<file path="config.mk">
export PLATFORM = sky130hd
export DESIGN_NAME = rcr_regulator_ctrl
export DESIGN_NICKNAME = d
export VERILOG_FILES = /design/src/hw/rcr_pkg.sv /design/src/hw/rcr_reg_cell.sv /design/src/hw/rcr_regulator_ctrl.sv
export SDC_FILE = /design/constraint.sdc
export NUM_CORES = 1
export LEC_CHECK = 0
export ABC_AREA = 1
export BUFFER_PORTS_ARGS = -buffer_cell sky130_fd_sc_hd__buf_2
export CAP_MARGIN = 20
export CORE_AREA = 2 2 144 146
export DETAILED_ROUTE_END_ITERATION = 16
export DIE_AREA = 0 0 146 148
export SLEW_MARGIN = 10
export SYNTH_ARGS = -nofsm -noshare
export SYNTH_HDL_FRONTEND = slang
export SYNTH_SLANG_ARGS = --single-unit
</file>
<file path="constraint.sdc">
create_clock -name i_mclk -period 2.94 [get_ports i_mclk]
set_input_delay 0.147 -clock i_mclk [delete_from_list [all_inputs] [get_ports i_mclk]]
set_output_delay 0.147 -clock i_mclk [all_outputs]
set_load 0.005 [all_outputs]
</file>
<file path="src/hw/rcr_pkg.sv">
package rcr_pkg;
    // register byte addresses on the serial port
    localparam logic [7:0] ADDR_ENABLE   = 8'h0b;
    localparam logic [7:0] ADDR_REG12    = 8'h0c;
    localparam logic [7:0] ADDR_REG4     = 8'h0e;
    localparam logic [7:0] ADDR_REG5     = 8'h0f;
    localparam logic [7:0] ADDR_REG3     = 8'h16;
    localparam logic [7:0] ADDR_SHARED   = 8'hb7;
    localparam logic [7:0] UNMAPPED_READ = 8'h00;

    // power-up values
    localparam logic [7:0] RST_ENABLE = 8'hfd;
    localparam logic [7:0] RST_REG12  = 8'hcf;
    localparam logic [7:0] RST_REG3   = 8'h81;
    localparam logic [7:0] RST_REG4   = 8'hbc;
    localparam logic [7:0] RST_REG5   = 8'hbe;
    localparam logic [7:0] RST_SHARED = 8'h00;

    // field positions
    localparam int EN_REG1_BIT     = 7;
    localparam int EN_REG5_BIT     = 3;
    localparam int EN_CARD_LVL_BIT = 2;
    localparam int EN_CARD_ON_BIT  = 1;
    localparam int EN_BACKUP_BIT   = 0;
    localparam int DRAIN_HI_BIT    = 7;
    localparam int DRAIN_LO_BIT    = 3;
    localparam int CODE3_HI        = 6;
    localparam int CODE3_LO        = 4;
    localparam int CODE3B_HI       = 2;
    localparam int CODE7_HI        = 6;
    localparam int SH_FIXED_BIT    = 5;
    localparam int SH_BACKUP_LVL   = 3;

    // serial port
    localparam logic [3:0] BITS_PER_BYTE = 4'h8;
    localparam logic [6:0] DEV_ADDR_DEF  = 7'h48; // arbitrary value

    typedef enum logic [3:0] {
        RCR_IDLE, RCR_ADDR, RCR_ADDR_ACK, RCR_PTR, RCR_PTR_ACK,
        RCR_WDATA, RCR_WDATA_ACK, RCR_RDATA, RCR_RACK
    } rcr_state_e;
endpackage

</file>
<file path="src/hw/rcr_reg_cell.sv">
`timescale 1ns/1ps
module rcr_reg_cell
    import rcr_pkg::*;
#(
    parameter logic [7:0] RESET_VAL = 8'h00
) (
    input  wire logic       i_mclk,
    input  wire logic       i_sys_rst,
    input  wire logic       i_wr_en,
    input  wire logic [7:0] i_wr_data,
    output logic      [7:0] o_q
);
    typedef struct packed {
        logic [7:0] q;
    } rcr_cell_s;

    rcr_cell_s cell_reg;
    rcr_cell_s cell_next;

    always_comb begin
        cell_next = cell_reg;
        if (i_wr_en) begin
            cell_next.q = i_wr_data;
        end
    end

    always_ff @(posedge i_mclk or posedge i_sys_rst) begin
        if (i_sys_rst) begin
            cell_reg.q <= RESET_VAL;
        end else begin
            cell_reg <= cell_next;
        end
    end

    assign o_q = cell_reg.q;
endmodule // rcr_reg_cell

</file>
<file path="src/hw/rcr_regulator_ctrl.sv">
`timescale 1ns/1ps
// Function
// - each register sits at a fixed byte address, third regulator at 0x16, shared at 0xb7.
// - all bits of the enable and setting registers are writable and read back as last written.
// - power-up reset loads every field with its default so regulators 1 to 5 start on at defaults, the fixed regulator off.
// - enable bit 2 selects the card supply level, zero for 3.0 V and one for 1.80 V.
// - setting register 1/2 holds per regulator a drain enable (bit 7 or 3) and a 3-bit code.
// - settings 3 to 5: drain enable in bit 7, 7-bit code below; regulator 3 defaults to 1.25 V.
// - a regulator switched off with its drain enable set has its output pulled to ground.
module rcr_regulator_ctrl
    import rcr_pkg::*;
#(
    parameter logic [6:0] DEV_ADDR = DEV_ADDR_DEF
) (
    input  wire logic       i_mclk,
    input  wire logic       i_sys_rst,
    input  wire logic       i_scl,
    input  wire logic       i_sda,
    output logic            o_sda,
    output logic            o_sda_oe,
    output logic      [4:0] o_regulator_on,
    output logic      [4:0] o_drain_on,
    output logic      [2:0] o_regulator1_code,
    output logic      [2:0] o_regulator2_code,
    output logic      [6:0] o_regulator3_code,
    output logic      [6:0] o_regulator4_code,
    output logic      [6:0] o_regulator5_code,
    output logic            o_card_supply_on,
    output logic            o_card_supply_level_select,
    output logic            o_backup_supply_on,
    output logic            o_backup_level_select,
    output logic            o_fixed_regulator_on,
    output logic      [7:0] o_shared_pin_ctrl
);
    typedef struct packed {
        rcr_state_e state;
        logic [3:0] cnt;
        logic [7:0] shreg;
        logic [7:0] ptr;
        logic       rw;
        logic       scl_q;
        logic       sda_q;
        logic       sda_oe;
        logic       wr_pulse;
        logic [7:0] wr_addr;
        logic [7:0] wr_data;
        logic [4:0] drain;
    } rcr_ctrl_s;

    rcr_ctrl_s  ctl_reg;
    rcr_ctrl_s  ctl_next;
    logic [7:0] rd_mux;
    logic [7:0] regulator_enable_ctrl;
    logic [7:0] regulator12_setting;
    logic [7:0] regulator3_setting;
    logic [7:0] regulator4_setting;
    logic [7:0] regulator5_setting;
    logic [7:0] shared_pin_regulator_ctrl;
    logic [4:0] disch_en;
    logic       start_c;
    logic       stop_c;
    logic       rise_c;
    logic       fall_c;

    // register cells, each strobed by a decoded write
    rcr_reg_cell #(.RESET_VAL(RST_ENABLE)) u_en (
        .i_mclk(i_mclk), .i_sys_rst(i_sys_rst),
        .i_wr_en(ctl_reg.wr_pulse && ctl_reg.wr_addr == ADDR_ENABLE),
        .i_wr_data(ctl_reg.wr_data), .o_q(regulator_enable_ctrl));
    rcr_reg_cell #(.RESET_VAL(RST_REG12)) u_r12 (
        .i_mclk(i_mclk), .i_sys_rst(i_sys_rst),
        .i_wr_en(ctl_reg.wr_pulse && ctl_reg.wr_addr == ADDR_REG12),
        .i_wr_data(ctl_reg.wr_data), .o_q(regulator12_setting));
    rcr_reg_cell #(.RESET_VAL(RST_REG3)) u_r3 (
        .i_mclk(i_mclk), .i_sys_rst(i_sys_rst),
        .i_wr_en(ctl_reg.wr_pulse && ctl_reg.wr_addr == ADDR_REG3),
        .i_wr_data(ctl_reg.wr_data), .o_q(regulator3_setting));
    rcr_reg_cell #(.RESET_VAL(RST_REG4)) u_r4 (
        .i_mclk(i_mclk), .i_sys_rst(i_sys_rst),
        .i_wr_en(ctl_reg.wr_pulse && ctl_reg.wr_addr == ADDR_REG4),
        .i_wr_data(ctl_reg.wr_data), .o_q(regulator4_setting));
    rcr_reg_cell #(.RESET_VAL(RST_REG5)) u_r5 (
        .i_mclk(i_mclk), .i_sys_rst(i_sys_rst),
        .i_wr_en(ctl_reg.wr_pulse && ctl_reg.wr_addr == ADDR_REG5),
        .i_wr_data(ctl_reg.wr_data), .o_q(regulator5_setting));
    rcr_reg_cell #(.RESET_VAL(RST_SHARED)) u_sh (
        .i_mclk(i_mclk), .i_sys_rst(i_sys_rst),
        .i_wr_en(ctl_reg.wr_pulse && ctl_reg.wr_addr == ADDR_SHARED),
        .i_wr_data(ctl_reg.wr_data), .o_q(shared_pin_regulator_ctrl));

    always_comb begin
        case (ctl_reg.ptr)
            ADDR_ENABLE: rd_mux = regulator_enable_ctrl;
            ADDR_REG12:  rd_mux = regulator12_setting;
            ADDR_REG3:   rd_mux = regulator3_setting;
            ADDR_REG4:   rd_mux = regulator4_setting;
            ADDR_REG5:   rd_mux = regulator5_setting;
            ADDR_SHARED: rd_mux = shared_pin_regulator_ctrl;
            default:     rd_mux = UNMAPPED_READ;
        endcase
    end

    assign disch_en = {regulator12_setting[DRAIN_HI_BIT], regulator12_setting[DRAIN_LO_BIT],
                       regulator3_setting[DRAIN_HI_BIT], regulator4_setting[DRAIN_HI_BIT],
                       regulator5_setting[DRAIN_HI_BIT]};
    assign start_c = i_scl && ctl_reg.scl_q && ctl_reg.sda_q && !i_sda;
    assign stop_c  = i_scl && ctl_reg.scl_q && !ctl_reg.sda_q && i_sda;
    assign rise_c  = i_scl && !ctl_reg.scl_q;
    assign fall_c  = !i_scl && ctl_reg.scl_q;

    always_comb begin
        ctl_next          = ctl_reg;
        ctl_next.scl_q    = i_scl;
        ctl_next.sda_q    = i_sda;
        ctl_next.wr_pulse = 1'b0;
        // bit 4 is regulator 1, bit 0 regulator 5, drained only while off
        ctl_next.drain    = ~regulator_enable_ctrl[EN_REG1_BIT:EN_REG5_BIT] & disch_en;
        if (start_c) begin
            ctl_next.state  = RCR_ADDR;
            ctl_next.cnt    = 4'h0;
            ctl_next.sda_oe = 1'b0;
        end else if (stop_c) begin
            ctl_next.state  = RCR_IDLE;
            ctl_next.sda_oe = 1'b0;
        end else begin
            case (ctl_reg.state)
                RCR_ADDR, RCR_PTR, RCR_WDATA: begin
                    if (rise_c) begin
                        ctl_next.shreg = {ctl_reg.shreg[6:0], i_sda};
                        ctl_next.cnt   = ctl_reg.cnt + 4'h1;
                    end else if (fall_c && ctl_reg.cnt == BITS_PER_BYTE) begin
                        ctl_next.sda_oe = 1'b1;
                        ctl_next.cnt    = 4'h0;
                        if (ctl_reg.state == RCR_ADDR) begin
                            if (ctl_reg.shreg[7:1] == DEV_ADDR) begin
                                ctl_next.rw    = ctl_reg.shreg[0];
                                ctl_next.state = RCR_ADDR_ACK;
                            end else begin
                                ctl_next.sda_oe = 1'b0;
                                ctl_next.state  = RCR_IDLE;
                            end
                        end else if (ctl_reg.state == RCR_PTR) begin
                            ctl_next.ptr   = ctl_reg.shreg;
                            ctl_next.state = RCR_PTR_ACK;
                        end else begin
                            ctl_next.wr_pulse = 1'b1;
                            ctl_next.wr_addr  = ctl_reg.ptr;
                            ctl_next.wr_data  = ctl_reg.shreg;
                            ctl_next.state    = RCR_WDATA_ACK;
                        end
                    end
                end
                RCR_ADDR_ACK, RCR_PTR_ACK, RCR_WDATA_ACK: begin
                    if (fall_c) begin
                        ctl_next.sda_oe = 1'b0;
                        if (ctl_reg.state == RCR_ADDR_ACK && ctl_reg.rw) begin
                            ctl_next.shreg  = rd_mux;
                            ctl_next.sda_oe = ~rd_mux[7];
                            ctl_next.state  = RCR_RDATA;
                        end else if (ctl_reg.state == RCR_ADDR_ACK) begin
                            ctl_next.state = RCR_PTR;
                        end else begin
                            ctl_next.state = RCR_WDATA;
                        end
                    end
                end
                RCR_RDATA: begin
                    if (rise_c) begin
                        ctl_next.cnt = ctl_reg.cnt + 4'h1;
                    end else if (fall_c && ctl_reg.cnt == BITS_PER_BYTE) begin
                        ctl_next.sda_oe = 1'b0;
                        ctl_next.state  = RCR_RACK;
                    end else if (fall_c) begin
                        ctl_next.shreg  = {ctl_reg.shreg[6:0], 1'b0};
                        ctl_next.sda_oe = ~ctl_reg.shreg[6];
                    end
                end
                RCR_RACK: begin
                    if (rise_c && i_sda) begin
                        ctl_next.state = RCR_IDLE;
                    end else if (fall_c) begin
                        ctl_next.shreg  = rd_mux;
                        ctl_next.sda_oe = ~rd_mux[7];
                        ctl_next.cnt    = 4'h0;
                        ctl_next.state  = RCR_RDATA;
                    end
                end
                default: begin
                    ctl_next.sda_oe = 1'b0;
                end
            endcase
        end
    end

    always_ff @(posedge i_mclk or posedge i_sys_rst) begin
        if (i_sys_rst) begin
            ctl_reg       <= '0;
            ctl_reg.state <= RCR_IDLE;
            ctl_reg.scl_q <= 1'b1;
            ctl_reg.sda_q <= 1'b1;
        end else begin
            ctl_reg <= ctl_next;
        end
    end

    assign o_sda                      = 1'b0;
    assign o_sda_oe                   = ctl_reg.sda_oe;
    assign o_drain_on                 = ctl_reg.drain;
    assign o_regulator_on             = regulator_enable_ctrl[EN_REG1_BIT:EN_REG5_BIT];
    assign o_card_supply_level_select = regulator_enable_ctrl[EN_CARD_LVL_BIT];
    assign o_card_supply_on           = regulator_enable_ctrl[EN_CARD_ON_BIT];
    assign o_backup_supply_on         = regulator_enable_ctrl[EN_BACKUP_BIT];
    assign o_regulator1_code          = regulator12_setting[CODE3_HI:CODE3_LO];
    assign o_regulator2_code          = regulator12_setting[CODE3B_HI:0];
    assign o_regulator3_code          = regulator3_setting[CODE7_HI:0];
    assign o_regulator4_code          = regulator4_setting[CODE7_HI:0];
    assign o_regulator5_code          = regulator5_setting[CODE7_HI:0];
    assign o_fixed_regulator_on       = shared_pin_regulator_ctrl[SH_FIXED_BIT];
    assign o_backup_level_select      = shared_pin_regulator_ctrl[SH_BACKUP_LVL];
    assign o_shared_pin_ctrl          = shared_pin_regulator_ctrl;
endmodule // rcr_regulator_ctrl

</file>
## Word level (Yosys, flattened, before mapping)

Cells that the tools add are included.

- Bits in registers: 98
- Output and inout bits: 52
- Input port bits: 4

- Equality and inequality tests: 44
- Add/sub/neg operators: 1
- Reductions and logical operators: 32
- Multiplexer cells: 54
- Bitwise logic cells: 9

Operator list:

| cell | count |
|---|---|
| $mux W17 | 5 |
| $mux W8 | 10 |
| $eq A8 B4 Y1 const B | 8 |
| $pmux W8 S6 | 1 |
| $mux W4 | 10 |
| $mux W18 | 2 |
| $reduce_and A7 Y1 | 5 |
| $ne A4 B4 Y1 const B | 8 |
| $pmux W8 S4 | 1 |
| $mux W9 | 3 |
| $mux W21 | 1 |
| $ne A2 B2 Y1 const B | 9 |
| $eq A4 B3 Y1 const B | 4 |
| $eq A8 B5 Y1 const B | 2 |
| $eq A8 B8 Y1 const B | 2 |
| $logic_and A1 B1 Y1 | 16 |
| $mux W16 | 1 |
| $pmux W4 S4 | 1 |
| $mux W1 | 13 |
| $mux W12 | 1 |
| $pmux W4 S3 | 1 |
| $reduce_and A11 Y1 | 1 |
| $ne A5 B5 Y1 const B | 2 |
| $ne A3 B3 Y1 const B | 3 |
| 16 further kinds | 30 |

## Depth between registers and ports, before layout

- Word-level depth: 8
- Mapped depth: 11

## Modules after synthesis

From an unflattened synthesis, not the netlist that was laid out.

- Cells, all modules: 680
- Area, all modules: 5094.9 sq um

By module, submodules not included:

| module | instances | cells each | area an instance (sq um) | seq. area each (sq um) |
|---|---|---|---|---|
| rcr_regulator_ctrl | 1 | 470 | 3208.1 | 1253.7 |
| rcr_reg_cell (u_r12 ...) | 2 | 35 | 316.6 | 207.7 |
| rcr_reg_cell (u_en) | 1 | 35 | 317.8 | 209.0 |
| rcr_reg_cell (u_r4) | 1 | 35 | 315.3 | 206.4 |
| rcr_reg_cell (u_r3) | 1 | 35 | 311.5 | 202.7 |
| rcr_reg_cell (u_sh) | 1 | 35 | 309.0 | 200.2 |

## Worst setup path before layout

No wires, ideal clock.

- Path type: reg-to-reg
- From: register ctl_reg[42] in the netlist's numbering
- To: register ctl_reg[43] in the netlist's numbering
- Stages on the path, launching flop included: 12
- Library setup time: 0.118 ns
- Arrival: 1.439 ns
- Buffers on the path: 0
- Data required time: 2.822 ns
- Path slack: 1.383 ns
- Cell sequence: dfrtp_1 -> inv_1 -> ha_1 -> nand3_1 -> nor2_2 -> nor2_1 -> o21ai_0 -> nand2_1 -> nand2_1 -> inv_1 -> nand2_1 -> nand2_1

- Cells in the longest elaborated chain, start to end: 5

RTL lines:

| item | line | RTL |
|---|---|---|
| from (decl) | rcr_regulator_ctrl.sv:50 | `rcr_ctrl_s ctl_reg;` |
| from (signal assigned) | rcr_regulator_ctrl.sv:202 | `ctl_reg <= ctl_next;` |
| $add A4 B1 Y4 | rcr_regulator_ctrl.sv:130, rcr_regulator_ctrl.sv:169 |  |
| $mux W4 (on tied branches) | rcr_regulator_ctrl.sv:168, rcr_regulator_ctrl.sv:128 |  |
| $pmux W4 S3 | rcr_regulator_ctrl.sv:126 | `case (ctl_reg.state)` |
| $mux W21 | rcr_regulator_ctrl.sv:122 | `end else if (stop_c) begin` |
| $mux W8 | rcr_regulator_ctrl.sv:118 | `if (start_c) begin` |

Several ways; a longest one is shown, not always the timed one. The select of a mux whose other input is x is not followed.
A chain may end at the register's enable or synchronous reset.

## Final worst setup path

- From: register ctl_reg[30] in the netlist's numbering
- To: register ctl_reg (netlist bit o_sda_oe)

- Cells in the longest elaborated chain, start to end: 8

RTL lines:

| item | line | RTL |
|---|---|---|
| $eq A8 B8 Y1, or another cell as far along | rcr_regulator_ctrl.sv:92 | `case (ctl_reg.ptr)` |
| $pmux W8 S6 * | rcr_regulator_ctrl.sv:92 |  |
| $not A1 Y1 * | rcr_regulator_ctrl.sv:158, rcr_regulator_ctrl.sv:183 |  |
| $mux W1 (on tied branches) | rcr_regulator_ctrl.sv:181, rcr_regulator_ctrl.sv:156 |  |
| $mux W1 (on tied branches) | rcr_regulator_ctrl.sv:179, rcr_regulator_ctrl.sv:154 |  |
| $pmux W1 S4 * | rcr_regulator_ctrl.sv:126 |  |
| $mux W1 * | rcr_regulator_ctrl.sv:122 |  |
| $mux W1 * | rcr_regulator_ctrl.sv:118 |  |

Mark *: on every way between the ends. The rest lies on a longest branch, timed or not. The select of a mux whose other input is x is not followed.

==> results.toml <==
[clock_tree]
post_cts_buffers = 0
cts.sinks = 98
cts_buffers = 9
cts_tree = "built"
clockRootBuffer = "clkbuf_16"
clockBufferDepth = 2
insertion_delay_ns = 0.35
path_clk_slew_ns = 0.07
htreeDepth = 3

[job]
maxCapViolations = 0

[synth]
synth_nets = 671
yosysSeqAreaShare_pct = 48.61
synthFlopType = "dfrtp_1"
synth-edff-count = 0
synth_area_sq_mm = 0.005117
synth_area_per_cell_sq_um = 7.695
ys_ff_latch = 98
synth-async-reset-ratio_pct = 100.0
ys_warn_count = 0
netlist_instances = 665
synth.distinct_cells = 30

[global_routing]
grt_max_degree = 59
grt_pass1_vias = 3941
grt_overflow_total = 0
grt_usage_pct = 12.89
antenna_found_initial = 0
grt_pass1_wl_mm = 21.69

[floorplanning]
start_util_pct = 25.54
die_width_um = 146
die_h_um = 148
io_pins = 56
coreArea_sq_mm = 0.02004
rows = 52
die-area_sq_mm = 0.02161

[power_and_ir_drop]
vdd_ir_drop_max_uv = 286.4
combPwrFrac_pct = 28.8
powerDensity_mw_per_mm2 = 696.5
pwr-share-seq_pct = 40.6
total_power_mw = 4.023
p_int_mw = 2.526
p_sw_share_pct = 37.22
leakage_nw = 2.763
p_sw_mw = 1.497
pwr-share-clk_pct = 30.6

[detailed_routing]
via_per_inst = 4.520
wl_mm = 13.45
first_pass_iters = 5
wire_per_inst_um = 13.98
postRouteAntennaNets = 0
drc = 0
num_vias = 4348
dr.first_iter.drc_count = 348

[setup_path]
r2r-start = "ctl_reg[30]$_DFFE_PP0P_"
criticalPathCategory = "register to register"
crit_path_end_kind = "register"
cp_common_cell = "nand2_1"
worst-path-max-fanout = 27
ff2ff_path_depth = 10
r2r-end = "o_sda_oe$_DFFE_PP0P_"
path_delay_family = "simple AND/OR/NAND/NOR gates"
cp_slowest_cell = "clkinv_1"
r2r_setup_slack_ns = 0.89
worstPathRequired_ns = 3.23
path_cells = "nor2_1 > nand2_1 > clkinv_1 > nand3_1 > inv_1 > nor2_1 > nand3_1 > nand2_1 > nand2_1 > nand2_1"
cp-start-kind = "register"
arrival_ns = 2.34
cpPeakStageDelay_ns = 0.57
cp_num_buf_inv = 2

[sta]
slew-limit-headroom_pct = 48.17
holdWs_ns = 0.4754
post-route-period-util_pct = 69.80
fin_setup_tns_ns = 0
setup_viol = 0
timing_hold_violations_final = 0
slew_viol_final = 0
final.setup_skew_ns = 0.007561
max_freq_mhz = 487.3
rsz0062_at_grt = "false"
worst_slew_pin_slew_ns = 0.7746
fin_crit_ns = 2.052

[finish]
syn_to_final_growth_pct = 12.86
drive_above_1_share_pct = 17.77
fillers = 2244
nNetsFinal = 693
antenna_cells = 0
largest_register_ffs = 44
fin_util_pct = 28.82

[place]
hpwlAfterDp_mm = 10.00
port_buffers = 54
place.gp.congestion = 0.8392

[status]
status = "finished clean"

[hold_path]
hold_end = "ctl_reg[24]$_DFF_PP1_"
min-delay-start = "i_scl"
holdPathStages = 2
hold_class = "input port to register"
## worst register-to-register path, cell delays in order (launching register included)
cell and delay (ns):
dfrtp_1 0.43, nor2_1 0.06, nand2_1 0.09, clkinv_1 0.57, nand3_1 0.33, inv_1 0.06
nor2_1 0.15, nand3_1 0.13, nand2_1 0.09, nand2_1 0.04, nand2_1 0.05
## cell usage in the layout (no fill, tap or decap), types with 3 or more instances in the layout
cell type and n:
nand2_1 173, o21ai_0 85, nand3_1 74, dfrtp_1 70
nor2_1 67, inv_1 62, buf_2 54, dfstp_2 28
a21oi_1 17, clkbuf_16 9, nor2_2 6, nor3_1 5
inv_2 4, nand3b_1 3, dlygate4sd3_1 3
## power by group through the flow
stage | Combinational, mW | Clock, mW | Sequential (mW)
2_1_floorplan | 0.910 | 0 | 1.62
3_3_place_gp | 1.14 | 0 | 1.65
3_5_place_dp | 1.15 | 0 | 1.65
4_1_cts | 1.16 | 1.26 | 1.63
5_1_grt | 1.33 | 1.34 | 1.66
6_report | 1.16 | 1.23 | 1.63
## metrics by stage
step	std cells	area, sq um	setup slack [ns]
floorplan	665	5117	0.2773
global placement	943	5435	0.9859
detailed placement	943	5435	0.9208
CTS	962	5776	0.9095
global route	962	5776	0.6150
finish	962	5776	0.8878
## metal layers
metal  global-route usage [%]  vias to the layer above  wire (um)  part of all wire [%]
li1                         -                     2147          -                     -
met2                    20.45                      163       6228                    46
met4                    3.835                        0        291                   2.2
met5                        0                        -          0                     0
met3                    3.333                       19        780                   5.8
met1                    17.39                     2019       6145                    46
## layout make-up
cell class / count / area (sq um) / share of cell area [%]
Sequential cell: 98 / 2487 / 43.07
Multi-Input combinational cell: 450 / 2047 / 35.44
Tap cell: 270 / 337.8 / 5.849
Timing Repair Buffer: 60 / 335.3 / 5.806
Inverter: 68 / 257.7 / 4.463
Clock buffer: 10 / 239.0 / 4.138
Clock inverter: 6 / 71.32 / 1.235
## cell families (layout without fill, tap and decap cells)
kind of cell               after synthesis  after routing  share of synthesized area [%]
and+or+nand+nor                        340            340                          28.61
buffers and inverters                  117            144                          11.39
AOI/OAI and AO/OA                      106            106                          10.66
DFF                                     98             98                          48.61
adders and majority gates                2              2                         0.4889
other                                    1              1                        0.07328
xor gates and xnor gates                 1              1                         0.1712
## synthesized netlist by cell type (3+ instances only)
library cell / n / share of area (%)
nand2_1: 173 / 13
o21ai_0: 85 / 8.3
nand3_1: 74 / 7.2
dfrtp_1: 70 / 34
nor2_1: 67 / 4.9
inv_1: 63 / 4.6
buf_4: 35 / 5.1
dfstp_2: 28 / 14
a21oi_1: 17 / 1.7
clkbuf_1: 9 / 0.66
nor2_2: 6 / 0.73
nor3_1: 5 / 0.49
buf_2: 4 / 0.39
inv_2: 4 / 0.29
nand3b_1: 3 / 0.44
## repair_timing
action / in CTS / in global routing
hold buffers: 3 / 0
hold endpoints to repair: 48 / 0
gates resized for setup: 0 / 0
## how the worst max path moves through the flow
| stage | startpoint | endpoint | slack (ns) | cells after the start |
|---|---|---|---|---|
| finish | ctl_reg[30]$_DFFE_PP0P_ | o_sda_oe$_DFFE_PP0P_ | 0.89 | 10 |
| global route | ctl_reg[30]$_DFFE_PP0P_ | o_sda_oe$_DFFE_PP0P_ | 0.62 | 10 |
| CTS | ctl_reg[30]$_DFFE_PP0P_ | ctl_reg[41]$_DFFE_PP0P_ | 0.91 | 9 |
| detailed placement | ctl_reg[30]$_DFFE_PP0P_ | ctl_reg[41]$_DFFE_PP0P_ | 0.92 | 9 |
| global placement | ctl_reg[30]$_DFFE_PP0P_ | o_sda_oe$_DFFE_PP0P_ | 0.99 | 10 |
| floorplan | i_sys_rst | ctl_reg[10]$_DFFE_PP0P_ | 0.28 | 1 |
Note: power is estimated with default switching activity, not from simulation.
